## config.mk

```make
export PLATFORM = sky130hd
export DESIGN_NAME = rfcc_tag_flat
export DESIGN_NICKNAME = d
export VERILOG_FILES = /design/src/hdl/rfcc_pkg.sv /design/src/hdl/rfcc_air_if.sv /design/src/hdl/rfcc_crc16.sv /design/src/hdl/rfcc_tag.sv /design/src/flat_wrapper.sv
export VERILOG_INCLUDE_DIRS = /design/src /design/src/hdl
export SDC_FILE = /design/constraint.sdc
export NUM_CORES = 1
export LEC_CHECK = 0
export BUFFER_PORTS_ARGS = -buffer_cell sky130_fd_sc_hd__buf_2
export CAP_MARGIN = 0
export CORE_ASPECT_RATIO = 0.5
export CORE_MARGIN = 2
export CORE_UTILIZATION = 53
export CTS_CLUSTER_SIZE = 8
export DETAILED_ROUTE_END_ITERATION = 7
export GPL_ROUTABILITY_DRIVEN = 0
export PLACE_DENSITY = 0.83
export SLEW_MARGIN = 20
export SYNTH_ARGS = -nofsm -noshare
export SYNTH_HDL_FRONTEND = slang
export SYNTH_SLANG_ARGS = --single-unit
```

## constraint.sdc

```tcl
create_clock -name ref_clk -period 5.3 [get_ports ref_clk]
set_input_delay 1.59 -clock ref_clk [delete_from_list [all_inputs] [get_ports ref_clk]]
set_output_delay 1.59 -clock ref_clk [all_outputs]
set_load 0.02 [all_outputs]
```

## src/hdl/rfcc_defs.svh

```systemverilog
`ifndef RFCC_DEFS_SVH
`define RFCC_DEFS_SVH

// --------------------------------------------------------------------------
// command and reply framing
// --------------------------------------------------------------------------
`define RFCC_OPCODE        16'hE007
`define RFCC_RFU_FIELD     8'h00
`define RFCC_CMD_BITS      7'd72
`define RFCC_CMD_BODY      7'd56
`define RFCC_RPL_BITS      7'd49
`define RFCC_RPL_BODY      7'd33

// --------------------------------------------------------------------------
// crc-16
// --------------------------------------------------------------------------
`define RFCC_CRC_PRESET    16'hFFFF
`define RFCC_CRC_POLY      16'h1021
`define RFCC_CRC_RESIDUE   16'h1D0F

// --------------------------------------------------------------------------
// feature word layout, vector index = 15 - bit number on air
// --------------------------------------------------------------------------
`define RFCC_CFG_ADDR      16'h0200
`define RFCC_B_TAMPER      15
`define RFCC_B_EXT_SUPPLY  14
`define RFCC_B_INV_OUT     11
`define RFCC_B_TRANSP      10
`define RFCC_B_DATA_RAW    9
`define RFCC_B_RANGE_RED   4
`define RFCC_B_PSF         0
`define RFCC_IND_MASK      16'hC000
`define RFCC_RFU_MASK      16'h3000
`define RFCC_TEMP_MASK     16'h0E00
`define RFCC_PERM_MASK     16'h01FF
`define RFCC_PERM_RESET    9'h040

// --------------------------------------------------------------------------
// memory layout
// --------------------------------------------------------------------------
`define RFCC_EXT_EPC_BITS  10'd128
`define RFCC_EXT_USER_BITS 10'd640
`define RFCC_BASE_EPC_BITS 10'd256
`define RFCC_BASE_USER_BITS 10'd512
`define RFCC_EPC_MAX_BLOCKS 5

// --------------------------------------------------------------------------
// timing
// --------------------------------------------------------------------------
`define RFCC_CLK_HZ        50_000_000
`define RFCC_CW_MAX_MS     20
`define RFCC_CW_MAX_CYC    ((`RFCC_CW_MAX_MS * `RFCC_CLK_HZ) / 1000)

// --------------------------------------------------------------------------
// reader register map (apb)
// --------------------------------------------------------------------------
`define RFCC_A_CTRL        8'h00
`define RFCC_A_STAT        8'h04
`define RFCC_A_MASK        8'h08
`define RFCC_A_HANDLE      8'h0C
`define RFCC_A_RN16        8'h10
`define RFCC_A_REPLY       8'h14
`define RFCC_S_BUSY        0
`define RFCC_S_DONE        1
`define RFCC_S_TIMEOUT     2
`define RFCC_S_ERROR       3
`define RFCC_S_BADCRC      4
`define RFCC_S_EXTPRE      5

`endif

```

## src/hdl/rfcc_pkg.sv

```systemverilog
package rfcc_pkg;

  typedef enum logic [2:0] {
    G2_READY, G2_ARBITRATE, G2_REPLY, G2_ACKNOWLEDGED, G2_OPEN, G2_SECURED, G2_KILLED
  } rfcc_gen2_state_t;

  typedef enum {T_IDLE, T_RX, T_EVAL, T_NVM, T_LOAD, T_TX} rfcc_tag_st_t;

  typedef enum {H_IDLE, H_REQ, H_FS, H_SEND, H_WAIT, H_CHK} rfcc_host_st_t;

endpackage

```

## src/hdl/rfcc_air_if.sv

```systemverilog
`timescale 1ns/1ps
`default_nettype none

interface rfcc_air_if;
  logic req_rn;
  logic fs;
  logic rx_valid;
  logic rx_bit;
  logic cw;
  logic tx_valid;
  logic tx_bit;
  logic tx_last;
  logic tx_ext_pre;
  logic tx_err;

  modport reader (
    output req_rn, fs, rx_valid, rx_bit, cw,
    input  tx_valid, tx_bit, tx_last, tx_ext_pre, tx_err
  );

  modport tag (
    input  req_rn, fs, rx_valid, rx_bit, cw,
    output tx_valid, tx_bit, tx_last, tx_ext_pre, tx_err
  );
endinterface

`default_nettype wire

```

## src/hdl/rfcc_crc16.sv

```systemverilog
`timescale 1ns/1ps
`default_nettype none
`include "rfcc_defs.svh"

module rfcc_crc16 (
  input  wire logic        ref_clk,
  input  wire logic        nrst,
  input  wire logic        init,
  input  wire logic        en,
  input  wire logic        din,
  input  wire logic        shift,
  output logic [15:0]      crc
);
  logic [15:0] crc_reg;
  logic        fb;

  // --------------------------------------------------------------------------
  // serial crc, msb first; shift walks the register out for transmission
  // --------------------------------------------------------------------------
  assign fb  = crc_reg[15] ^ din;
  assign crc = crc_reg;

  always_ff @(posedge ref_clk or negedge nrst) begin
    if (!nrst) begin
      crc_reg <= `RFCC_CRC_PRESET;
    end else if (init) begin
      crc_reg <= `RFCC_CRC_PRESET;
    end else if (en) begin
      crc_reg <= {crc_reg[14:0], 1'b0} ^ (fb ? `RFCC_CRC_POLY : 16'h0000);
    end else if (shift) begin
      crc_reg <= {crc_reg[14:0], 1'b0};
    end
  end
endmodule

`default_nettype wire

```

## src/hdl/rfcc_tag.sv

```systemverilog
// Behaviour
// - opcode, rfu, data, handle, crc in order
// - data is mask xor rn16
// - accepted toggle inverts selected word bits
// - reply: zero header, word, handle, crc
// - execute only open/secured; arbitrate group falls back
// - open or zero password: report only
// - secured: reply after change completes
// - bad crc or handle: silent discard
// - crc covers opcode through handle
// - frame-sync and prior req_rn required
// - mask on rfu bits discards command
// - indicator bits never changed by command
// - reply to change uses extended preamble
// - reader holds cw, 20 ms limit
// - internal failure backscatters error code
// - word at 200h, readable and selectable
// - standard write only while bank unlocked
// - bits 0..7 field layout
// - bits 8..15 field layout
// - bit 0 is msb, sent first
// - temporary bits clear at power up
// - extended: 128 epc, grows to 448
// - base: 256 epc, 512 user
//
// Register access over APB was chosen for this implementation.
`timescale 1ns/1ps
`default_nettype none
`include "rfcc_defs.svh"

module rfcc_tag #(
  parameter bit EXTENDED        = 1'b1,
  parameter int EPC_MAX_BLOCKS  = `RFCC_EPC_MAX_BLOCKS
) (
  input  wire logic                       ref_clk,
  input  wire logic                       nrst,
  rfcc_air_if.tag                         air,
  input  wire rfcc_pkg::rfcc_gen2_state_t gen2_state,
  input  wire logic [15:0]                handle,
  input  wire logic [15:0]                rn16,
  input  wire logic                       access_pw_zero,
  input  wire logic                       epc_locked,
  input  wire logic                       tamper_pad,
  input  wire logic                       ext_supply_pad,
  input  wire logic [8:0]                 nvm_perm,
  input  wire logic                       nvm_done,
  input  wire logic                       nvm_fail,
  input  wire logic                       wr_req,
  input  wire logic [15:0]                wr_data,
  input  wire logic [2:0]                 epc_extra_blocks,
  output logic                            nvm_wr,
  output logic [8:0]                      nvm_wdata,
  output logic [15:0]                     cfg_word,
  output logic                            go_arbitrate,
  output logic [9:0]                      epc_len_bits,
  output logic [9:0]                      user_len_bits
);
  if (EPC_MAX_BLOCKS < 0 || EPC_MAX_BLOCKS > `RFCC_EPC_MAX_BLOCKS) begin : g_bad_blocks
    $error("EPC_MAX_BLOCKS out of range");
  end

  rfcc_pkg::rfcc_tag_st_t st_reg, st_next;
  logic [6:0]  cnt_reg;
  logic [55:0] sh_reg;
  logic [32:0] txsh_reg;
  logic [2:0]  temp_reg, temp_next;
  logic [8:0]  perm_reg, perm_next;
  logic [8:0]  nvm_wdata_reg, nvm_wdata_next;
  logic        loaded_reg;
  logic        req_reg, req_next;
  logic        ext_reg, ext_next;
  logic        nvm_wr_reg, nvm_wr_next;
  logic        arb_reg, arb_next;
  logic        err_reg, err_next;
  logic [15:0] crc;
  logic [1:0]  pad_in;
  logic [1:0]  pad_s;

  // --------------------------------------------------------------------------
  // pad inputs: four flops, change taken once stages two and three agree
  // --------------------------------------------------------------------------
  assign pad_in = {tamper_pad, ext_supply_pad};

  for (genvar i = 0; i < 2; i++) begin : g_pad
    logic s1, s2, s3, q;
    always_ff @(posedge ref_clk or negedge nrst) begin
      if (!nrst) begin
        s1 <= 1'b0;
        s2 <= 1'b0;
        s3 <= 1'b0;
        q  <= 1'b0;
      end else begin
        s1 <= pad_in[i];
        s2 <= s1;
        s3 <= s2;
        if (s2 == s3) begin
          q <= s3;
        end
      end
    end
    assign pad_s[i] = q;
  end

  // --------------------------------------------------------------------------
  // feature word and memory sizes
  // --------------------------------------------------------------------------
  assign cfg_word = {pad_s, 2'b00, temp_reg, perm_reg};

  wire [2:0] blk_c = (32'(epc_extra_blocks) > EPC_MAX_BLOCKS) ?
                     3'(EPC_MAX_BLOCKS) : epc_extra_blocks;
  wire [9:0] epc_add = {1'b0, blk_c, 6'd0};
  assign epc_len_bits  = EXTENDED ? `RFCC_EXT_EPC_BITS + epc_add
                                  : `RFCC_BASE_EPC_BITS;
  assign user_len_bits = EXTENDED ? `RFCC_EXT_USER_BITS - epc_add
                                  : `RFCC_BASE_USER_BITS;

  // --------------------------------------------------------------------------
  // received frame decode
  // --------------------------------------------------------------------------
  wire [15:0] rx_opc    = sh_reg[55:40];
  wire [15:0] rx_data   = sh_reg[31:16];
  wire [15:0] rx_hdl    = sh_reg[15:0];
  wire        opc_hit   = (rx_opc == `RFCC_OPCODE);
  wire        crc_ok    = (crc == `RFCC_CRC_RESIDUE);
  wire        frame_ok  = opc_hit && crc_ok && (rx_hdl == handle) && req_reg;
  wire [15:0] mask      = rx_data ^ rn16;
  wire        rfu_hit   = |(mask & `RFCC_RFU_MASK);
  wire        st_exec   = (gen2_state == rfcc_pkg::G2_OPEN) ||
                          (gen2_state == rfcc_pkg::G2_SECURED);
  wire        st_arb    = (gen2_state == rfcc_pkg::G2_ARBITRATE) ||
                          (gen2_state == rfcc_pkg::G2_REPLY) ||
                          (gen2_state == rfcc_pkg::G2_ACKNOWLEDGED);
  wire        rpt_only  = (gen2_state == rfcc_pkg::G2_OPEN) || access_pw_zero;
  wire [15:0] eff       = rpt_only ? 16'h0000
                          : (mask & ~(`RFCC_IND_MASK | `RFCC_RFU_MASK));
  wire [15:0] eff_perm  = eff & `RFCC_PERM_MASK;
  wire [15:0] eff_temp  = eff & `RFCC_TEMP_MASK;
  wire        wr_ok     = wr_req && !epc_locked;
  wire        in_tx     = (st_reg == rfcc_pkg::T_TX);
  wire        tx_body   = in_tx && (cnt_reg < `RFCC_RPL_BODY);

  // --------------------------------------------------------------------------
  // command sequencing
  // --------------------------------------------------------------------------
  always_comb begin
    st_next        = st_reg;
    temp_next      = temp_reg;
    perm_next      = perm_reg;
    nvm_wdata_next = nvm_wdata_reg;
    nvm_wr_next    = 1'b0;
    arb_next       = 1'b0;
    err_next       = 1'b0;
    ext_next       = ext_reg;
    req_next       = req_reg | air.req_rn;
    unique case (st_reg)
      rfcc_pkg::T_IDLE: begin
        if (air.fs) begin
          st_next = rfcc_pkg::T_RX;
        end else if (wr_ok) begin
          temp_next      = wr_data[11:9];
          perm_next      = wr_data[8:0];
          nvm_wdata_next = wr_data[8:0];
          nvm_wr_next    = 1'b1;
        end
      end
      rfcc_pkg::T_RX: begin
        if (air.rx_valid && !air.fs && cnt_reg == `RFCC_CMD_BITS - 7'd1) begin
          st_next = rfcc_pkg::T_EVAL;
        end
      end
      rfcc_pkg::T_EVAL: begin
        st_next = rfcc_pkg::T_IDLE;
        if (opc_hit && st_arb) begin
          arb_next = 1'b1;
        end else if (st_exec && frame_ok && !rfu_hit) begin
          req_next  = air.req_rn;
          ext_next  = (eff != 16'h0000);
          temp_next = temp_reg ^ eff_temp[11:9];
          if (eff_perm != 16'h0000) begin
            nvm_wdata_next = perm_reg ^ eff_perm[8:0];
            nvm_wr_next    = 1'b1;
            st_next        = rfcc_pkg::T_NVM;
          end else begin
            st_next = rfcc_pkg::T_LOAD;
          end
        end
      end
      rfcc_pkg::T_NVM: begin
        if (nvm_fail) begin
          err_next = 1'b1;
          st_next  = rfcc_pkg::T_IDLE;
        end else if (nvm_done) begin
          perm_next = nvm_wdata_reg;
          st_next   = rfcc_pkg::T_LOAD;
        end
      end
      rfcc_pkg::T_LOAD: begin
        st_next = rfcc_pkg::T_TX;
      end
      rfcc_pkg::T_TX: begin
        if (cnt_reg == `RFCC_RPL_BITS - 7'd1) begin
          st_next = rfcc_pkg::T_IDLE;
        end
      end
    endcase
  end

  // --------------------------------------------------------------------------
  // crc shared by receive check and reply generation
  // --------------------------------------------------------------------------
  wire crc_init = ((st_reg == rfcc_pkg::T_IDLE || st_reg == rfcc_pkg::T_RX) && air.fs) ||
                  (st_reg == rfcc_pkg::T_LOAD);
  wire crc_en   = ((st_reg == rfcc_pkg::T_RX) && air.rx_valid) || tx_body;
  wire crc_din  = in_tx ? txsh_reg[32] : air.rx_bit;

  rfcc_crc16 u_crc (
    .ref_clk (ref_clk),
    .nrst    (nrst),
    .init    (crc_init),
    .en      (crc_en),
    .din     (crc_din),
    .shift   (in_tx && !tx_body),
    .crc     (crc)
  );

  // --------------------------------------------------------------------------
  // reply serialiser
  // --------------------------------------------------------------------------
  assign air.tx_valid   = in_tx;
  assign air.tx_bit     = tx_body ? txsh_reg[32] : ~crc[15];
  assign air.tx_last    = in_tx && (cnt_reg == `RFCC_RPL_BITS - 7'd1);
  assign air.tx_ext_pre = in_tx && ext_reg;
  assign air.tx_err     = err_reg;
  assign go_arbitrate   = arb_reg;
  assign nvm_wr         = nvm_wr_reg;
  assign nvm_wdata      = nvm_wdata_reg;

  // --------------------------------------------------------------------------
  // state registers
  // --------------------------------------------------------------------------
  always_ff @(posedge ref_clk or negedge nrst) begin
    if (!nrst) begin
      st_reg        <= rfcc_pkg::T_IDLE;
      temp_reg      <= 3'b000;
      perm_reg      <= `RFCC_PERM_RESET;
      loaded_reg    <= 1'b0;
      nvm_wdata_reg <= 9'h000;
      nvm_wr_reg    <= 1'b0;
      arb_reg       <= 1'b0;
      err_reg       <= 1'b0;
      ext_reg       <= 1'b0;
      req_reg       <= 1'b0;
    end else begin
      st_reg        <= st_next;
      temp_reg      <= temp_next;
      perm_reg      <= loaded_reg ? perm_next : nvm_perm;
      loaded_reg    <= 1'b1;
      nvm_wdata_reg <= nvm_wdata_next;
      nvm_wr_reg    <= nvm_wr_next;
      arb_reg       <= arb_next;
      err_reg       <= err_next;
      ext_reg       <= ext_next;
      req_reg       <= req_next;
    end
  end

  always_ff @(posedge ref_clk or negedge nrst) begin
    if (!nrst) begin
      cnt_reg  <= 7'd0;
      sh_reg   <= 56'h0;
      txsh_reg <= 33'h0;
    end else if (crc_init) begin
      cnt_reg  <= 7'd0;
      txsh_reg <= {1'b0, cfg_word, handle};
    end else if ((st_reg == rfcc_pkg::T_RX && air.rx_valid) || in_tx) begin
      cnt_reg  <= cnt_reg + 7'd1;
      txsh_reg <= {txsh_reg[31:0], 1'b0};
      if (!in_tx && cnt_reg < `RFCC_CMD_BODY) begin
        sh_reg <= {sh_reg[54:0], air.rx_bit};
      end
    end
  end
endmodule

`default_nettype wire

```

## src/flat_wrapper.sv

```systemverilog
// flat-port wrapper written by rule: the top's interface ports become plain ports
module rfcc_tag_flat 
#(
  parameter bit EXTENDED        = 1'b1,
  parameter int EPC_MAX_BLOCKS  = `RFCC_EPC_MAX_BLOCKS
)
  (ref_clk, nrst, gen2_state, handle, rn16, access_pw_zero, epc_locked, tamper_pad, ext_supply_pad, nvm_perm, nvm_done, nvm_fail, wr_req, wr_data, epc_extra_blocks, nvm_wr, nvm_wdata, cfg_word, go_arbitrate, epc_len_bits, user_len_bits, air_req_rn, air_fs, air_rx_valid, air_rx_bit, air_cw, air_tx_valid, air_tx_bit, air_tx_last, air_tx_ext_pre, air_tx_err);
  rfcc_air_if air_i ();
  input  wire logic ref_clk;
  input  wire logic nrst;
  input  wire rfcc_pkg::rfcc_gen2_state_t gen2_state;
  input  wire logic [15:0] handle;
  input  wire logic [15:0] rn16;
  input  wire logic access_pw_zero;
  input  wire logic epc_locked;
  input  wire logic tamper_pad;
  input  wire logic ext_supply_pad;
  input  wire logic [8:0] nvm_perm;
  input  wire logic nvm_done;
  input  wire logic nvm_fail;
  input  wire logic wr_req;
  input  wire logic [15:0] wr_data;
  input  wire logic [2:0] epc_extra_blocks;
  output logic nvm_wr;
  output logic [8:0] nvm_wdata;
  output logic [15:0] cfg_word;
  output logic go_arbitrate;
  output logic [9:0] epc_len_bits;
  output logic [9:0] user_len_bits;
  input wire logic [$bits(air_i.req_rn)-1:0] air_req_rn;
  input wire logic [$bits(air_i.fs)-1:0] air_fs;
  input wire logic [$bits(air_i.rx_valid)-1:0] air_rx_valid;
  input wire logic [$bits(air_i.rx_bit)-1:0] air_rx_bit;
  input wire logic [$bits(air_i.cw)-1:0] air_cw;
  output wire logic [$bits(air_i.tx_valid)-1:0] air_tx_valid;
  output wire logic [$bits(air_i.tx_bit)-1:0] air_tx_bit;
  output wire logic [$bits(air_i.tx_last)-1:0] air_tx_last;
  output wire logic [$bits(air_i.tx_ext_pre)-1:0] air_tx_ext_pre;
  output wire logic [$bits(air_i.tx_err)-1:0] air_tx_err;
  assign air_i.req_rn = air_req_rn;
  assign air_i.fs = air_fs;
  assign air_i.rx_valid = air_rx_valid;
  assign air_i.rx_bit = air_rx_bit;
  assign air_i.cw = air_cw;
  assign air_tx_valid = air_i.tx_valid;
  assign air_tx_bit = air_i.tx_bit;
  assign air_tx_last = air_i.tx_last;
  assign air_tx_ext_pre = air_i.tx_ext_pre;
  assign air_tx_err = air_i.tx_err;
  rfcc_tag #(.EXTENDED(EXTENDED), .EPC_MAX_BLOCKS(EPC_MAX_BLOCKS)) u_core (.ref_clk(ref_clk), .nrst(nrst), .air(air_i), .gen2_state(gen2_state), .handle(handle), .rn16(rn16), .access_pw_zero(access_pw_zero), .epc_locked(epc_locked), .tamper_pad(tamper_pad), .ext_supply_pad(ext_supply_pad), .nvm_perm(nvm_perm), .nvm_done(nvm_done), .nvm_fail(nvm_fail), .wr_req(wr_req), .wr_data(wr_data), .epc_extra_blocks(epc_extra_blocks), .nvm_wr(nvm_wr), .nvm_wdata(nvm_wdata), .cfg_word(cfg_word), .go_arbitrate(go_arbitrate), .epc_len_bits(epc_len_bits), .user_len_bits(user_len_bits));
endmodule
```

==> flow_metrics.tcl <==
set metrics [dict create \
    status "finished clean" \
    critical_path.startpoint "epc_extra_blocks[2]" \
    seqPwrFrac_pct 40.9 \
    p_clk_share_pct 28.5 \
    fin_crit_ps 4070 \
    cp-start-kind "primary input" \
    area_growth_pct 16.3 \
    leakage_uw 0.00413 \
    critPathKind "primary input to primary output" \
    max_freq_ghz 0.245 \
    synth_edf_count 0 \
    skew_ps 10.3 \
    clkSinkCount 150 \
    maxCapViolCount 0 \
    num-fill-cells 1039 \
    synthCells 702 \
    hold_viol 0 \
    viasPerCell 5.63 \
    cts_hold_buf 0 \
    wl_per_cell_um 17.2 \
    ys_seq_area_share_pct 51.8 \
    synthFlopType "dfrtp_1" \
    end_kind "primary output" \
    cp_data_arrival_time_ps 2480 \
    stdcell_area_um2 8470 \
    cts.clk_slew.worst_paths_ps 60 \
    antenna_found_initial 0 \
    timing.final.crit_share_pct 76.9 \
    finalWirelength_mm 16.9 \
    postCtsSetupBuffers 0 \
    grt_pass1_vias 5366 \
    use_met3_pct 5.54 \
    track_usage_pct 23.6 \
    fp-row-count 30 \
    synth-seq-cells 150 \
    clock_latency_ps 420 \
    cp-endpoint "user_len_bits[8]" \
    hold-worst-slack_ps 351 \
    cts_tree "built" \
    io_pins 129 \
    drt_iter0_markers 485 \
    worstMarginPinSlew_ps 791 \
    htree_levels 4 \
    regToRegEndpoint "u_core.nvm_wdata[4]" \
    die_w_um 170 \
    p_int_uw 2710 \
    vias 5541 \
    place_area_um2 7890 \
    cts-root-buf "clkbuf_16" \
    die_h_um 86.9 \
    timing.rr.start "u_core.st_reg[2]" \
    crit_required_ps 3710 \
    power_density_nw_per_um2 496 \
    grt_busiest_layer "met2" \
    grt_first_pass_wirelength_mm 27.0 \
    async_flop_share_pct 100 \
    drt_first_pass_iters 5 \
    port_buffers 107 \
    ys_warn_count 0 \
    drive_gt1_share_pct 31.2 \
    p_sw_share_pct 35.6 \
    drc 0 \
    synth_area_um2 7280 \
    reg2reg_slack_ps 2590 \
    cts-resized-gates 0 \
    core_area_um2 13500 \
    rsz0062_at_grt "no" \
    worstPathMaxFanout 4 \
    avgSynthCellArea_um2 10.4 \
    fin_setup_tns_ps 0 \
    peakVddDrop_mv 0.253 \
    fin_total_pwr_uw 4200 \
    overflow 0 \
    gr-usage-met2_pct 38.8 \
    cts_made_buffers 17 \
    nNetsFinal 879 \
    ant_nets 0 \
    met1_usage_pct 31.5 \
    maxSlewViolCount 0 \
    num_antenna_cells 0 \
    combPwrFrac_pct 30.6 \
    setup-violations-final 0 \
    netlist-cell-type-count 53 \
    min_path_type "register to register" \
    relSlewSlack_pct 47.3 \
    grt_max_degree 89 \
    dieArea_um2 14800 \
    start_util_pct 54.0 \
    ff2ff_path_depth 6 \
    largest_reg_flops 56 \
    cts_buffer_depth 2 \
    switching_power_uw 1500 \
    dp_hpwl_mm 11.1 \
]
==> kinds of logic (layout without fill, tap and decap cells) <==
kind of cell | after synthesis | in the layout | share of synthesized area [%]
simple gates | 255 | 255 | 15.9
flops | 150 | 150 | 51.8
compound gates | 90 | 90 | 7.78
mux | 84 | 84 | 12.8
buf+inv | 66 | 159 | 4.55
xor+xnor | 47 | 47 | 5.65
fa+ha+maj | 8 | 8 | 1.31
other cells | 2 | 15 | 0.103
==> worst max-delay path, cell delays in order <==
cell	delay, ps
buf_2	120
inv_1	90
nand2_1	90
inv_1	110
ha_1	160
xor2_1	140
buf_2	180
==> area by class of cell <==
type                    count  area [um2]  share of cell area (%)
clock buffers              21         460                    5.44
clock inverters            10         121                    1.43
inverters                  14        52.6                   0.620
multi-input cells         499        3250                    38.3
flip-flops and latches    150        3770                    44.6
well taps                 176         220                    2.60
repair buffers            114         594                    7.02
==> synthesized netlist by cell type (all sizes together), types with 2 or more instances <==
master,n,area share [%]
clkbuf,24,1.4
o21bai,3,0.31
mux2i,10,1.4
inv,14,0.72
mux2,74,11
nor4bb,2,0.27
nor3b,2,0.21
buf,28,2.5
dfrtp,133,46
conb,2,0.10
xnor2,23,2.8
a21oi,18,1.3
nand2b,4,0.34
nor2,53,2.7
xor2,24,2.9
a21o,6,0.67
nor3,11,0.89
maj3,2,0.27
o21ai,25,1.7
nor4b,3,0.36
nand4,8,0.77
and3b,2,0.24
dfstp,17,6.1
a31oi,31,2.7
nor4,7,0.89
nand3b,2,0.21
nand2,136,7.0
ha,6,1.0
o311ai,3,0.67
nand3,16,1.1
or3,2,0.17
==> through the flow <==
| step | std cells | util [%] | setup slack [ps] |
|---|---|---|---|
| after floorplan | 715 | - | 1210 |
| after global placement | 953 | 58.5 | 1260 |
| after detailed placement | 953 | 58.5 | 1210 |
| after CTS | 984 | 62.8 | 1210 |
| after global routing | 984 | 62.9 | 1120 |
| final | 984 | 62.9 | 1230 |
==> per-layer routing <==
layer  share of wire (%)  up-vias
li1                    -     2557
met1                  45     2746
met2                  48      212
met3                 6.0       26
met4                 1.6        0
met5                   0        -
==> worst min path at each step <==
| stage | end | slack (ps) | cells past startpoint | from |
|---|---|---|---|---|
| floorplan | u_core.g_pad[0].s2 | 330 | 0 | u_core.g_pad[0].s1 |
| global placement | u_core.g_pad[1].s2 | 330 | 0 | u_core.g_pad[1].s1 |
| detailed placement | u_core.g_pad[0].s2 | 340 | 0 | u_core.g_pad[0].s1 |
| CTS | u_core.g_pad[0].s2 | 350 | 0 | u_core.g_pad[0].s1 |
| global route | u_core.g_pad[0].s2 | 360 | 0 | u_core.g_pad[0].s1 |
| finish | u_core.g_pad[0].s2 | 350 | 0 | u_core.g_pad[0].s1 |
==> placed cells by master, fill, tap and decap left out, types with 3 or more instances in the layout <==
cell type   synthesis  routed
a21o_2              3       4
o21bai_1            3       3
mux2_2             74      74
ha_1                6       6
xor2_1             24      24
a21oi_1            17      16
clkbuf_16           0      17
nand4_1             7       7
dfstp_2            17      17
clkinvlp_4          0       4
nor3_1              9       9
o21ai_0            24      23
nand3_1            16      16
nor2_1             53      53
conb_1              2      15
nand2b_1            4       4
dfrtp_1           133     133
nor4b_1             3       3
a31oi_1            31      31
o311ai_2            3       3
buf_4              17       7
buf_2               8     106
nand2_1           135     135
mux2i_1            10      10
nor4_1              5       4
xnor2_1            23      23
inv_1              14      14
==> power groups by stage <==
stage | clock network (uW) | logic (uW) | registers, uW
2_1_floorplan | 0 | 909 | 1720
3_3_place_gp | 0 | 1220 | 1710
3_5_place_dp | 0 | 1260 | 1730
4_1_cts | 1210 | 1290 | 1710
5_1_grt | 1270 | 1430 | 1760
6_report | 1200 | 1290 | 1720
(Power assumes the default switching activity.)
